--- src/dia_cfg.svh ---
// Offsets, field positions, reset values and timing counts of the sequencer
`ifndef DIA_CFG_SVH
`define DIA_CFG_SVH

// ============================================================
// Register byte offsets
`define DIA_REG_STATUS 8'h00
`define DIA_REG_VIOL 8'h04
`define DIA_REG_TRCD 8'h08
`define DIA_REG_TRC 8'h0c
`define DIA_REG_TRRD 8'h10
`define DIA_REG_TFAW 8'h14
`define DIA_REG_MR 8'h18
`define DIA_REG_EMR 8'h1c
`define DIA_REG_EMR2 8'h20
`define DIA_REG_EMR3 8'h24
`define DIA_REG_OPEN 8'h28

// ============================================================
// Address field positions
`define DIA_A_DLL_RST 8
`define DIA_A_PRE_ALL 10
`define DIA_E_DLL_DIS 0
`define DIA_E_SRF_RATE 7

// ============================================================
// Violation bit positions
`define DIA_V_RCD 0
`define DIA_V_RC 1
`define DIA_V_RRD 2
`define DIA_V_FAW 3
`define DIA_V_CLOSED 4
`define DIA_V_OPEN 5
`define DIA_V_NOTIDLE 6
`define DIA_V_RSVD 7

// ============================================================
// Timing: clock period and default minimum times
`define DIA_TCK_NS 10
`define DIA_TRCD_NS 15
`define DIA_TRC_NS 55
`define DIA_TRRD_NS 10
`define DIA_TFAW_NS 45
`define DIA_NS2CYC(ns) (((ns) + `DIA_TCK_NS - 1) / `DIA_TCK_NS)
`define DIA_DLL_LOCK_CYC 200
`define DIA_AGE_MAX 8'hff

`endif

--- src/dia_pkg.sv ---
// Types shared by the DDR2 initialization and activate sequencer
package dia_pkg;

    // ============================================================
    // Command pins sampled on each clock edge
    typedef struct packed {
        logic cke;
        logic odt;
        logic cs_n;
        logic ras_n;
        logic cas_n;
        logic we_n;
        logic [2:0] ba;
        logic [13:0] addr;
    } dia_pins_t;

    // Decoded command
    typedef enum logic [2:0] {
        DIA_LM, DIA_REF, DIA_PRE, DIA_ACT, DIA_WR, DIA_RD, DIA_NOP
    } dia_cmd_t;

    // DLL state
    typedef enum logic [1:0] {
        DIA_DLL_OFF, DIA_DLL_LOCKING, DIA_DLL_LOCKED
    } dia_dll_t;

endpackage : dia_pkg

--- src/dia_core.sv ---
// Device side command decoder, mode registers and activate timing monitor
`timescale 1ns/1ns
`include "dia_cfg.svh"
module dia_core (
    input wire logic ref_clk,
    input wire logic resetn,
    input wire dia_pkg::dia_pins_t pins,
    input wire logic [7:0] avs_address,
    input wire logic avs_read,
    input wire logic avs_write,
    input wire logic [31:0] avs_writedata,
    output logic [31:0] avs_readdata,
    output logic avs_waitrequest,
    output logic ready_q,
    output logic dll_locked_q
);
    import dia_pkg::*;

    // ============================================================
    // Helpers
    function automatic logic [7:0] sat_inc(input logic [7:0] v);
        sat_inc = (v == `DIA_AGE_MAX) ? v : v + 8'h01;
    endfunction : sat_inc

    function automatic dia_cmd_t decode(input dia_pins_t p);
        // Low CKE or deselect is treated as no operation
        if (!p.cke || p.cs_n) begin
            decode = DIA_NOP;
        end else begin
            case ({p.ras_n, p.cas_n, p.we_n})
                3'h0: decode = DIA_LM;
                3'h1: decode = DIA_REF;
                3'h2: decode = DIA_PRE;
                3'h3: decode = DIA_ACT;
                3'h4: decode = DIA_WR;
                3'h5: decode = DIA_RD;
                default: decode = DIA_NOP;
            endcase
        end
    endfunction : decode

    // ============================================================
    // Declarations
    dia_cmd_t cmd; // Command this cycle
    logic [13:0] mr_q, emr_q, emr2_q, emr3_q; // Mode registers
    dia_dll_t dll_q; // DLL lock state
    logic [7:0] lock_cnt_q; // Cycles since DLL reset
    logic [7:0] open_q; // One bit per open bank
    logic [7:0] bank_age_q [8]; // Cycles since bank activate
    logic [7:0] any_age_q; // Cycles since any activate
    logic [7:0] faw_age_q [4]; // Ages of last four activates
    logic [7:0] trcd_q, trc_q, trrd_q, tfaw_q; // Programmed counts
    logic [7:0] viol_q; // Sticky violation flags
    logic [7:0] viol_set; // Violations seen this cycle
    logic [7:0] viol_clr; // Software clear mask
    logic [2:0] b; // Addressed bank
    logic take; // Bus access accepted this edge

    assign cmd = decode(pins);
    assign b = pins.ba;
    assign take = !avs_waitrequest && (avs_read || avs_write);
    assign viol_clr = (take && avs_write && avs_address == `DIA_REG_VIOL)
                      ? avs_writedata[7:0] : 8'h00;

    // ============================================================
    // Mode register loads
    // Bank decode selects register
    always_ff @(posedge ref_clk) begin
        if (!resetn) begin
            mr_q <= 14'h0000;
            emr_q <= 14'h0000;
            emr2_q <= 14'h0000;
            emr3_q <= 14'h0000;
        end else if (cmd == DIA_LM) begin
            case (b[1:0])
                2'h0: mr_q <= pins.addr;
                2'h1: emr_q <= pins.addr;
                2'h2: emr2_q <= pins.addr;
                default: emr3_q <= pins.addr;
            endcase
        end
    end

    // ============================================================
    // DLL lock tracking; a new DLL reset restarts the count
    // Lock 200 cycles after reset
    always_ff @(posedge ref_clk) begin
        if (!resetn) begin
            dll_q <= DIA_DLL_OFF;
            lock_cnt_q <= 8'h00;
        end else if (cmd == DIA_LM && b[1:0] == 2'h0
                     && pins.addr[`DIA_A_DLL_RST]) begin
            dll_q <= DIA_DLL_LOCKING;
            lock_cnt_q <= 8'h01;
        end else begin
            case (dll_q)
                DIA_DLL_LOCKING: begin
                    // Low CKE stalls the count: the DLL needs clock input
                    if (pins.cke) begin
                        lock_cnt_q <= sat_inc(lock_cnt_q);
                    end
                    if (lock_cnt_q == 8'(`DIA_DLL_LOCK_CYC)) begin
                        dll_q <= DIA_DLL_LOCKED;
                    end
                end
                DIA_DLL_LOCKED: begin
                    // Disabling the DLL loses the lock
                    if (emr_q[`DIA_E_DLL_DIS]) begin
                        dll_q <= DIA_DLL_OFF;
                    end
                end
                default: dll_q <= DIA_DLL_OFF;
            endcase
        end
    end

    // ============================================================
    // Ready and lock outputs
    // Ready once the DLL has locked and MR has its DLL reset bit clear
    always_ff @(posedge ref_clk) begin
        if (!resetn) begin
            ready_q <= 1'b0;
            dll_locked_q <= 1'b0;
        end else begin
            dll_locked_q <= (dll_q == DIA_DLL_LOCKED);
            ready_q <= (dll_q == DIA_DLL_LOCKED) && !mr_q[`DIA_A_DLL_RST];
        end
    end

    // ============================================================
    // Bank open state
    // A10 closes every bank
    always_ff @(posedge ref_clk) begin
        if (!resetn) begin
            open_q <= 8'h00;
        end else if (cmd == DIA_ACT) begin
            open_q[b] <= 1'b1;
        end else if (cmd == DIA_PRE) begin
            if (pins.addr[`DIA_A_PRE_ALL]) begin
                open_q <= 8'h00;
            end else begin
                open_q[b] <= 1'b0;
            end
        end
    end

    // ============================================================
    // Activate ages; counters saturate so long idle reads as "old"
    always_ff @(posedge ref_clk) begin
        if (!resetn) begin
            any_age_q <= `DIA_AGE_MAX;
            for (int i = 0; i < 8; i++) begin
                bank_age_q[i] <= `DIA_AGE_MAX;
            end
            for (int i = 0; i < 4; i++) begin
                faw_age_q[i] <= `DIA_AGE_MAX;
            end
        end else begin
            any_age_q <= (cmd == DIA_ACT) ? 8'h01 : sat_inc(any_age_q);
            for (int i = 0; i < 8; i++) begin
                bank_age_q[i] <= (cmd == DIA_ACT && b == 3'(i))
                                 ? 8'h01 : sat_inc(bank_age_q[i]);
            end
            faw_age_q[0] <= (cmd == DIA_ACT) ? 8'h01 : sat_inc(faw_age_q[0]);
            for (int i = 1; i < 4; i++) begin
                faw_age_q[i] <= (cmd == DIA_ACT) ? sat_inc(faw_age_q[i-1])
                                                 : sat_inc(faw_age_q[i]);
            end
        end
    end

    // ============================================================
    // Controller-side timing and command checks, flagged for software to inspect
    always_comb begin
        viol_set = 8'h00;
        if (cmd == DIA_ACT) begin
            viol_set[`DIA_V_OPEN] = open_q[b];
            viol_set[`DIA_V_RC] = bank_age_q[b] < trc_q;
            viol_set[`DIA_V_RRD] = any_age_q < trrd_q;
            viol_set[`DIA_V_FAW] = faw_age_q[3] < tfaw_q;
        end
        if (cmd == DIA_RD || cmd == DIA_WR) begin
            viol_set[`DIA_V_CLOSED] = !open_q[b];
            viol_set[`DIA_V_RCD] = open_q[b] && bank_age_q[b] < trcd_q;
        end
        if (cmd == DIA_LM) begin
            viol_set[`DIA_V_NOTIDLE] = open_q != 8'h00;
            viol_set[`DIA_V_RSVD] = b[2]
                || (b[1:0] == 2'h3 && pins.addr != 14'h0000)
                || (b[1:0] == 2'h2 && (pins.addr
                    & ~(14'h0001 << `DIA_E_SRF_RATE)) != 14'h0000);
        end
    end

    // Sticky flags: a new event wins over a clear in the same cycle
    always_ff @(posedge ref_clk) begin
        if (!resetn) begin
            viol_q <= 8'h00;
        end else begin
            viol_q <= (viol_q & ~viol_clr) | viol_set;
        end
    end

    // ============================================================
    // Programmable timing counts
    // Counts written by software
    always_ff @(posedge ref_clk) begin
        if (!resetn) begin
            trcd_q <= 8'(`DIA_NS2CYC(`DIA_TRCD_NS));
            trc_q <= 8'(`DIA_NS2CYC(`DIA_TRC_NS));
            trrd_q <= 8'(`DIA_NS2CYC(`DIA_TRRD_NS));
            tfaw_q <= 8'(`DIA_NS2CYC(`DIA_TFAW_NS));
        end else if (take && avs_write) begin
            case (avs_address)
                `DIA_REG_TRCD: trcd_q <= avs_writedata[7:0];
                `DIA_REG_TRC: trc_q <= avs_writedata[7:0];
                `DIA_REG_TRRD: trrd_q <= avs_writedata[7:0];
                `DIA_REG_TFAW: tfaw_q <= avs_writedata[7:0];
                default: ;
            endcase
        end
    end

    // ============================================================
    // Avalon slave: one wait cycle, then waitrequest low for one edge
    always_ff @(posedge ref_clk) begin
        if (!resetn) begin
            avs_waitrequest <= 1'b1;
            avs_readdata <= 32'h0000_0000;
        end else if (avs_waitrequest && (avs_read || avs_write)) begin
            avs_waitrequest <= 1'b0;
            case (avs_address)
                `DIA_REG_STATUS: avs_readdata <= {29'h0, !emr_q[0],
                                                  dll_locked_q, ready_q};
                `DIA_REG_VIOL: avs_readdata <= {24'h0, viol_q};
                `DIA_REG_TRCD: avs_readdata <= {24'h0, trcd_q};
                `DIA_REG_TRC: avs_readdata <= {24'h0, trc_q};
                `DIA_REG_TRRD: avs_readdata <= {24'h0, trrd_q};
                `DIA_REG_TFAW: avs_readdata <= {24'h0, tfaw_q};
                `DIA_REG_MR: avs_readdata <= {18'h0, mr_q};
                `DIA_REG_EMR: avs_readdata <= {18'h0, emr_q};
                `DIA_REG_EMR2: avs_readdata <= {18'h0, emr2_q};
                `DIA_REG_EMR3: avs_readdata <= {18'h0, emr3_q};
                `DIA_REG_OPEN: avs_readdata <= {24'h0, open_q};
                default: avs_readdata <= 32'h0000_0000;
            endcase
        end else begin
            avs_waitrequest <= 1'b1;
        end
    end

    // ============================================================
    // Assertions
    emr3_hold_a: assert property (
        @(posedge ref_clk) disable iff (!resetn)
        !(cmd == DIA_LM && b[1:0] == 2'h3) |=> $stable(emr3_q))
        else $error("EMR3 changed without a load");
    emr3_load_a: assert property (
        @(posedge ref_clk) disable iff (!resetn)
        (cmd == DIA_LM && b[1:0] == 2'h3)
        |=> emr3_q == $past(pins.addr))
        else $error("EMR3 load not captured");
    // Lock output must stay low while the count has only just restarted
    dll_lock_a: assert property (
        @(posedge ref_clk) disable iff (!resetn)
        (cmd == DIA_LM && b[1:0] == 2'h0 && pins.addr[`DIA_A_DLL_RST])
        |-> ##2 (!dll_locked_q) [*8])
        else $error("DLL locked too early");
    ready_lock_a: assert property (
        @(posedge ref_clk) disable iff (!resetn)
        ready_q |-> $past(dll_q) == DIA_DLL_LOCKED)
        else $error("Ready without DLL lock");
    pre_all_a: assert property (
        @(posedge ref_clk) disable iff (!resetn)
        (cmd == DIA_PRE && pins.addr[`DIA_A_PRE_ALL]) |=> open_q == 8'h00)
        else $error("Precharge all left a bank open");
    // Read two cycles after activate, with only a NOP between
    rcd_flag_a: assert property (
        @(posedge ref_clk) disable iff (!resetn)
        (cmd == DIA_ACT && trcd_q > 8'h02) ##1 (cmd == DIA_NOP)
        ##1 (cmd == DIA_RD && b == $past(b, 2) && trcd_q > 8'h02)
        |=> viol_q[`DIA_V_RCD])
        else $error("tRCD breach not flagged");

endmodule : dia_core

--- config.mk ---
export PLATFORM = sky130hd
export DESIGN_NAME = dia_core
export DESIGN_NICKNAME = d
export VERILOG_FILES = /design/src/dia_pkg.sv /design/src/dia_core.sv
export VERILOG_INCLUDE_DIRS = /design/src
export SDC_FILE = /design/constraint.sdc
export NUM_CORES = 1
export LEC_CHECK = 0
export BUFFER_PORTS_ARGS = -buffer_cell sky130_fd_sc_hd__buf_2
export CAP_MARGIN = 10
export CORE_MARGIN = 2
export CORE_UTILIZATION = 29
export CTS_CLUSTER_SIZE = 30
export DETAILED_ROUTE_END_ITERATION = 6
export GPL_ROUTABILITY_DRIVEN = 0
export MAX_ROUTING_LAYER = met4
export SETUP_SLACK_MARGIN = 0.3
export SYNTH_ARGS = -nofsm -noshare
export SYNTH_HDL_FRONTEND = slang
export SYNTH_SLANG_ARGS = --single-unit
--- constraint.sdc ---
create_clock -name ref_clk -period 3.6 [get_ports ref_clk]
set_input_delay 0.54 -clock ref_clk [delete_from_list [all_inputs] [get_ports ref_clk]]
set_output_delay 0.54 -clock ref_clk [all_outputs]
set_load 0.05 [all_outputs]
==> results of run 1 <==
## kinds of logic after synthesis
kind of cell	count (synthesis)	share of synthesized area
XOR/XNOR	48	0.0337
multiplexers	125	0.120
other	1	0.000301
flip-flops	235	0.377
AO/OA/AOI/OAI	305	0.150
adder cells (fa/ha/maj)	43	0.0431
AND/OR/NAND/NOR	541	0.219
buffers and inverters	139	0.0563
## how the worst max path moves through the flow
stage	start	end	slack [ns]	cells after the start
after floorplan	pins[14]	viol_q[1]$_SDFF_PN0_	0.44	10
after global placement	pins[14]	viol_q[1]$_SDFF_PN0_	0.25	9
after detailed placement	pins[14]	viol_q[1]$_SDFF_PN0_	0.31	9
after CTS	pins[14]	viol_q[1]$_SDFF_PN0_	0.86	9
after global routing	pins[14]	viol_q[1]$_SDFF_PN0_	0.63	9
final	pins[14]	viol_q[1]$_SDFF_PN0_	0.87	9
## where the power goes
part	total [mW]	switching [mW]	internal [mW]
combinational	3.33	1.76	1.57
clock	2.92	1.14	1.77
sequential	3.64	0.578	3.06
## Yosys cell counts (4+ instances only)
cell type | instances | area share
dfxtp_1 | 235 | 0.38
nand2_1 | 153 | 0.046
nor2_1 | 122 | 0.037
nand3_1 | 102 | 0.041
o21ai_0 | 99 | 0.040
mux2i_1 | 91 | 0.073
a21oi_1 | 81 | 0.033
inv_1 | 46 | 0.014
ha_1 | 43 | 0.043
clkbuf_1 | 37 | 0.011
xnor2_1 | 33 | 0.023
nor3_1 | 30 | 0.012
buf_4 | 23 | 0.014
nand4_1 | 21 | 0.011
buf_2 | 20 | 0.0080
mux4_2 | 18 | 0.033
o211ai_1 | 18 | 0.011
nor2b_1 | 17 | 0.0085
mux2_2 | 16 | 0.014
a31oi_1 | 15 | 0.0075
o31ai_1 | 15 | 0.0090
xor2_1 | 15 | 0.011
and3_1 | 13 | 0.0065
and4_1 | 12 | 0.0084
nand2b_1 | 12 | 0.0060
a22oi_1 | 11 | 0.0066
or3_1 | 11 | 0.0055
o22ai_1 | 10 | 0.0050
a21o_1 | 9 | 0.0054
buf_6 | 9 | 0.0081
a22o_1 | 8 | 0.0056
and2_1 | 7 | 0.0035
nor4_1 | 7 | 0.0035
a211oi_1 | 4 | 0.0024
a2bb2oi_1 | 4 | 0.0028
nand2_2 | 4 | 0.0020
nor3_2 | 4 | 0.0032
## sequential cells by signal, indices dropped and copies added, names as in the netlist, 14 cells and up
name	count
emr3_q	14
emr_q	14
mr_q	14
faw_age_q	32
bank_age_q	64
avs_readdata	14
emr2_q	14
## critical path: stages
cell and delay [ns]:
buf_2 0.36, mux4_2 0.59, mux2_2 0.31, ha_1 0.31, a21o_1 0.17, a21o_1 0.16
a2111oi_0 0.53, nand2_1 0.10, o21ai_1 0.13
## routing by layer
layer  vias to the layer above  part of all wire  GRT usage
met4                         0             0.023     0.0391
li1                       5235                 -          -
met2                       333              0.45      0.236
met1                      5055              0.46      0.207
met3                        59             0.069     0.0239
met5                         -                 0          -
## metrics by stage
| step | util | std cells | instance area [µm²] | total power [mW] | hold WS (ns) |
|---|---|---|---|---|---|
| 4_1_cts | 0.334 | 2027 | 14100 | 9.96 | 0.285 |
| 5_1_grt | 0.334 | 2032 | 14100 | 10.6 | 0.293 |
| 3_5_place_dp | 0.311 | 1978 | 13100 | 7.01 | 0.443 |
| 6_report | 0.334 | 2034 | 14100 | 9.89 | 0.298 |
| 2_1_floorplan | - | 1454 | 12500 | 6.29 | 0.417 |
| 3_3_place_gp | 0.311 | 1978 | 13100 | 6.89 | 0.435 |
## area by class of cell
| cell class | count | share of cell area |
|---|---|---|
| antenna | 7 | 0.00124 |
| sequential | 235 | 0.334 |
| multi-input combinational | 1080 | 0.505 |
| clock buffer | 38 | 0.0567 |
| timing repair buffer | 78 | 0.0314 |
| clock inverter | 11 | 0.0115 |
| tap | 539 | 0.0478 |
| inverter | 46 | 0.0123 |
## placed cells by master (no fill, tap or decap), types with 13 or more instances in the layout
master     Yosys  routed
a21oi_1       81      81
inv_1         46      45
xnor2_1       33      33
nand4_1       21      21
a31oi_1       15      15
ha_1          43      43
o211ai_1      18      18
nand2_1      153     153
o31ai_1       15      15
dfxtp_1      235     235
nor3_1        30      30
mux2i_1       91      91
clkbuf_16      0      29
mux4_2        18      18
nand3_1      102     102
mux2_2        16      16
nor2_1       122     122
and3_1        13      13
conb_1         1      18
o21ai_0       99      99
buf_4         23      21
nor2b_1       17      17
xor2_1        15      15
buf_2         20      57
==> impl_metrics.csv, run 1 <==
group,metric,value,unit
cells_and_area,fillers,4342,
clock_network,clockBufferDepth,3,
sta,period_share,0.758,
clock_network,numCtsBuffers,28,
route,wire_per_inst,16.6,µm
critical_path,required,4.07,ns
placement,dpl.hpwl,24.5,mm
global_routing,grt_overflow,0,
run_status,status,"finished, final reports clean",
cells_and_area,syn2layout_area_growth,13.1,%
sta,maxSlewViolCount,0,
die,die_width,211,µm
flow_run,max-cap-violations,0,
cells_and_area,layout.nets,1579,
clock_network,post_cts_buffers,0,
worst_hold_path,holdPathEnd,"emr2_q[9]$_SDFFE_PN0P_",
critical_path,worst_setup_path_end_kind,"flop",
die,ios,102,
logic_synthesis,synth_warnings,0,
logic_synthesis,ys_ff_latch,235,
route,drtIter0Drc,783,
clock_network,postCtsHoldBufs,0,
sta,setup_slack,0.870,ns
clock_network,clk_pin_slew_worst_paths,0.06,ns
sta,fin_crit,2.73,ns
cells_and_area,multiInputGateArea,7130,µm²
logic_synthesis,synth.distinct_cells,78,
global_routing,track_usage,0.152,
critical_path,ff2ff_path_depth,8,
logic_synthesis,syn_area,12500,µm²
critical_path,regToRegEndpoint,"viol_q[1]$_SDFF_PN0_",
clock_network,cts_resized,0,
sta,max_freq,366,MHz
die,die-height,211,µm
clock_network,clk_latency,0.54,ns
cells_and_area,area.sequential,4700,µm²
critical_path,startpoint_type,"primary input",
global_routing,grt_max_degree,92,
critical_path,rrSetupSlack,0.96,ns
sta,worstMarginPinSlew,0.984,ns
worst_hold_path,hold_start,"pins[9]",
sta,rsz0062_at_grt,"false",
logic_synthesis,ys.flop_type,"dfxtp_1",
die,start_util,0.295,
clock_network,clkSinkCount,235,
critical_path,crit_fanout,14,
sta,relSlewSlack,0.343,
sta,finalSetupViolCount,0,
pwr,vdd_drop_max,320,µV
logic_synthesis,postSynthAreaPerCell,8.68,µm²
route,dr_total_vias,10700,
critical_path,arrival,3.20,ns
die,die_area,44700,µm²
die,core,42200,µm²
logic_synthesis,synth_seq_area_share,0.377,
worst_hold_path,holdPathStages,3,
global_routing,first_global_vias,9945,
placement,place_ws,0.314,ns
route,ant_nets,0,
route,vias_per_cell,5.25,
logic_synthesis,synth_edf_count,0,
die,num_rows,75,
worst_hold_path,min_path_type,"primary input to flop",
critical_path,path_class,"primary input to flop",
route,wl,33.8,mm
clock_network,htree_levels,1,
sta,hold_violations,0,
global_routing,grt_antenna_before_repair,6,
pwr,power_density,701,nW/µm²
route,dr.pass1.iters,6,
route,drc,0,
clock_network,cts.root.buffer_cell,"clkbuf_16",
global_routing,grt_pass1_wl,53.7,mm
pwr,p_leak,5.63,nW
placement,io_buffers,58,
sta,skew,0.00843,ns
sta,finalSetupTns,0,ns
logic_synthesis,async_flop_share,0,
critical_path,r2r_start,"bank_age_q[7][5]$_SDFFE_PN1P_",
logic_synthesis,syn_inst,1437,
cells_and_area,drive_above_1_share,0.123,
clock_network,cts_tree,"built",
Power figures use the tool's default switching activity.
==> run 2, diff against run 1 <==
- clock period: 3.6 -> 2.7 ns (I/O delays scaled with it)
==> run 2 against run 1 <==
Net effect:
- wire length grew 1.4%
- sequential share of layout area down 0.15 points
- critical path type is now flop to flop
- register-to-register slack worse by 0.55 ns
- critical path depth fell by 1
- utilization is 0.20 points higher
- die area unchanged
- first-iteration DRC count up 3.2%
- via count grew 0.10%
- combinational power up 34%
- global-route usage rose by 0.32 points
- power up 33%
==> impl_metrics.csv, run 2 (synthesis gave the netlist of run 1 again) <==
group,metric,value,unit
run_status,status,"finished, final reports clean",
die,die-height,211,µm
sta,period_share,0.848,
route,dr.pass1.iters,5,
cells_and_area,layout.nets,1586,
critical_path,crit_fanout,4,
route,wire_per_inst,16.8,µm
placement,post_dp_cell_area,13300,µm²
route,wl,34.3,mm
global_routing,grt_use_met3,0.0212,
clock_network,htree_levels,1,
sta,rsz0062_at_grt,"false",
critical_path,arrival,2.76,ns
cells_and_area,largestRegisters,"bank_age_q x64, faw_age_q x32",
cells_and_area,syn2layout_area_growth,13.8,%
clock_network,cts.root.buffer_cell,"clkbuf_16",
die,start_util,0.295,
critical_path,startpoint_type,"flop",
clock_network,postCtsHoldBufs,0,
worst_hold_path,hold_start,"pins[12]",
sta,hold_violations,0,
cells_and_area,design_area,14200,µm²
flow_run,max-cap-violations,0,
global_routing,grt_overflow,0,
die,die_width,211,µm
pwr,p_leak,5.68,nW
critical_path,required,3.17,ns
cells_and_area,mostFrequentLayoutCells,"dfxtp_1 (229), nand2_1 (153), nor2_1 (122)",
die,ios,102,
critical_path,worst_setup_path_end_kind,"flop",
route,drtIter0Drc,808,
global_routing,top_usage_layer,"met2",
cells_and_area,largest_reg_flops,64,
placement,io_buffers,58,
worst_hold_path,min_path_type,"primary input to flop",
global_routing,grt_use_met1,0.211,
sta,max_freq,437,MHz
global_routing,grt_antenna_before_repair,5,
clock_network,clockBufferDepth,3,
cells_and_area,top_register,"bank_age_q",
die,core,42200,µm²
pwr,switching_power,4.63,mW
route,vias_per_cell,5.24,
route,ant_nets,0,
sta,worstMarginPinSlew,1.07,ns
clock_network,cts_tree,"built",
global_routing,track_usage,0.156,
global_routing,first_global_vias,10100,
die,num_rows,75,
critical_path,path_class,"flop to flop",
pwr,vdd_drop_max,469,µV
pwr,p_seq_frac,0.371,
placement,place_ws,-0.126,ns
clock_network,numCtsBuffers,26,
global_routing,grt_max_degree,104,
critical_path,rrSetupSlack,0.41,ns
pwr,clkPwrFrac,0.289,
cells_and_area,layoutNonFillerInstCount,2040,
worst_hold_path,holdPathStages,3,
worst_hold_path,holdPathEnd,"mr_q[12]$_SDFFE_PN0P_",
clock_network,clkSinkCount,235,
route,dr_total_vias,10700,
sta,finalSetupViolCount,0,
cells_and_area,fillers,4365,
die,die_area,44700,µm²
route,drc,0,
clock_network,clk_latency,0.55,ns
sta,maxSlewViolCount,0,
pwr,power_density,925,nW/µm²
global_routing,grt_use_met2,0.244,
pwr,p_comb_frac,0.340,
critical_path,regToRegEndpoint,"viol_q[1]$_SDFF_PN0_",
placement,dpl.cell_count,1987,
pwr,intPower,8.49,mW
sta,fin_crit,2.29,ns
cells_and_area,drive_above_1_share,0.135,
global_routing,grt_pass1_wl,54.7,mm
critical_path,ff2ff_path_depth,8,
sta,setup_slack,0.409,ns
pwr,switching_share,0.353,
clock_network,clk_pin_slew_worst_paths,0.06,ns
cells_and_area,final_common_cell,"dfxtp_1",
placement,dpl.hpwl,24.7,mm
sta,relSlewSlack,0.287,
critical_path,r2r_start,"bank_age_q[6][5]$_SDFFE_PN1P_",
sta,skew,0.0182,ns
-- run 2: changes by cell type in the layout (fill, tap and decap cells not counted), sizes merged --
cell      previous run  this run
buf                 78        86
clkinv               4         9
clkbuf              38        34
diode                7         5
bufinv               3         4
clkinvlp             4         3
inv                 46        45
-- run 2: per-layer routing --
metal | up-vias | wire [µm]
li1 | 5238 | -
met1 | 5119 | 15900
met2 | 278 | 15600
met3 | 58 | 2030
met4 | 0 | 695
met5 | - | 0
-- run 2: worst max path at each step --
stage / start / endpoint / slack, ns / depth (start not counted)
floorplan: pins[14] / viol_q[1]$_SDFF_PN0_ / 0.22 / 10
global placement: pins[14] / viol_q[0]$_SDFF_PN0_ / -0.1 / 9
detailed placement: pins[14] / viol_q[1]$_SDFF_PN0_ / -0.13 / 9
CTS: bank_age_q[7][5]$_SDFFE_PN1P_ / viol_q[1]$_SDFF_PN0_ / 0.40 / 8
global route: bank_age_q[2][4]$_SDFFE_PN1P_ / viol_q[1]$_SDFF_PN0_ / 0.31 / 8
finish: bank_age_q[6][5]$_SDFFE_PN1P_ / viol_q[1]$_SDFF_PN0_ / 0.41 / 8
-- run 2: per-stage QoR --
| step | TNS (ns) | hold WS, ns | total power [mW] | utilization |
|---|---|---|---|---|
| global placement | -0.193 | 0.434 | 9.26 | 0.314 |
| finish | 0 | 0.159 | 13.1 | 0.336 |
| CTS | 0 | 0.145 | 13.2 | 0.335 |
| floorplan | 0 | 0.417 | 8.43 | - |
| global route | 0 | 0.156 | 14.1 | 0.336 |
| detailed placement | -0.234 | 0.442 | 9.38 | 0.314 |
-- run 2: critical path, cell delays in order, from the launching register on --
cell and delay (ns):
dfxtp_1 0.36, mux4_2 0.48, mux2_4 0.30, ha_4 0.22, a21o_1 0.16, a21o_1 0.18
a2111oi_4 0.31, nand2_1 0.10, o21ai_1 0.12
-- run 2: cell type report --
| type | count | area, µm² | share of cell area |
|---|---|---|---|
| Antenna cell | 5 | 12.5 | 0.000882 |
| Clock buffer | 33 | 728 | 0.0513 |
| Clock inverter | 15 | 183 | 0.0129 |
| Inverter | 46 | 174 | 0.0123 |
| Multi-Input combinational cell | 1080 | 7180 | 0.506 |
| Sequential cell | 235 | 4710 | 0.332 |
| Tap cell | 539 | 674 | 0.0475 |
| Timing Repair Buffer | 87 | 526 | 0.0370 |
-- run 2: what timing repair did --
item / CTS / global route
setup endpoints to repair: 0 / 2
buffers inserted: 0 / 0
resized for setup: 0 / 7
-- run 2: power by group through the flow --
| stage | logic, mW | registers (mW) | clock network, mW |
|---|---|---|---|
| 2_1_floorplan | 3.76 | 4.67 | 0 |
| 3_3_place_gp | 4.35 | 4.91 | 0 |
| 3_5_place_dp | 4.45 | 4.93 | 0 |
| 4_1_cts | 4.48 | 4.86 | 3.86 |
| 5_1_grt | 5.13 | 4.98 | 4.02 |
| 6_report | 4.46 | 4.88 | 3.79 |
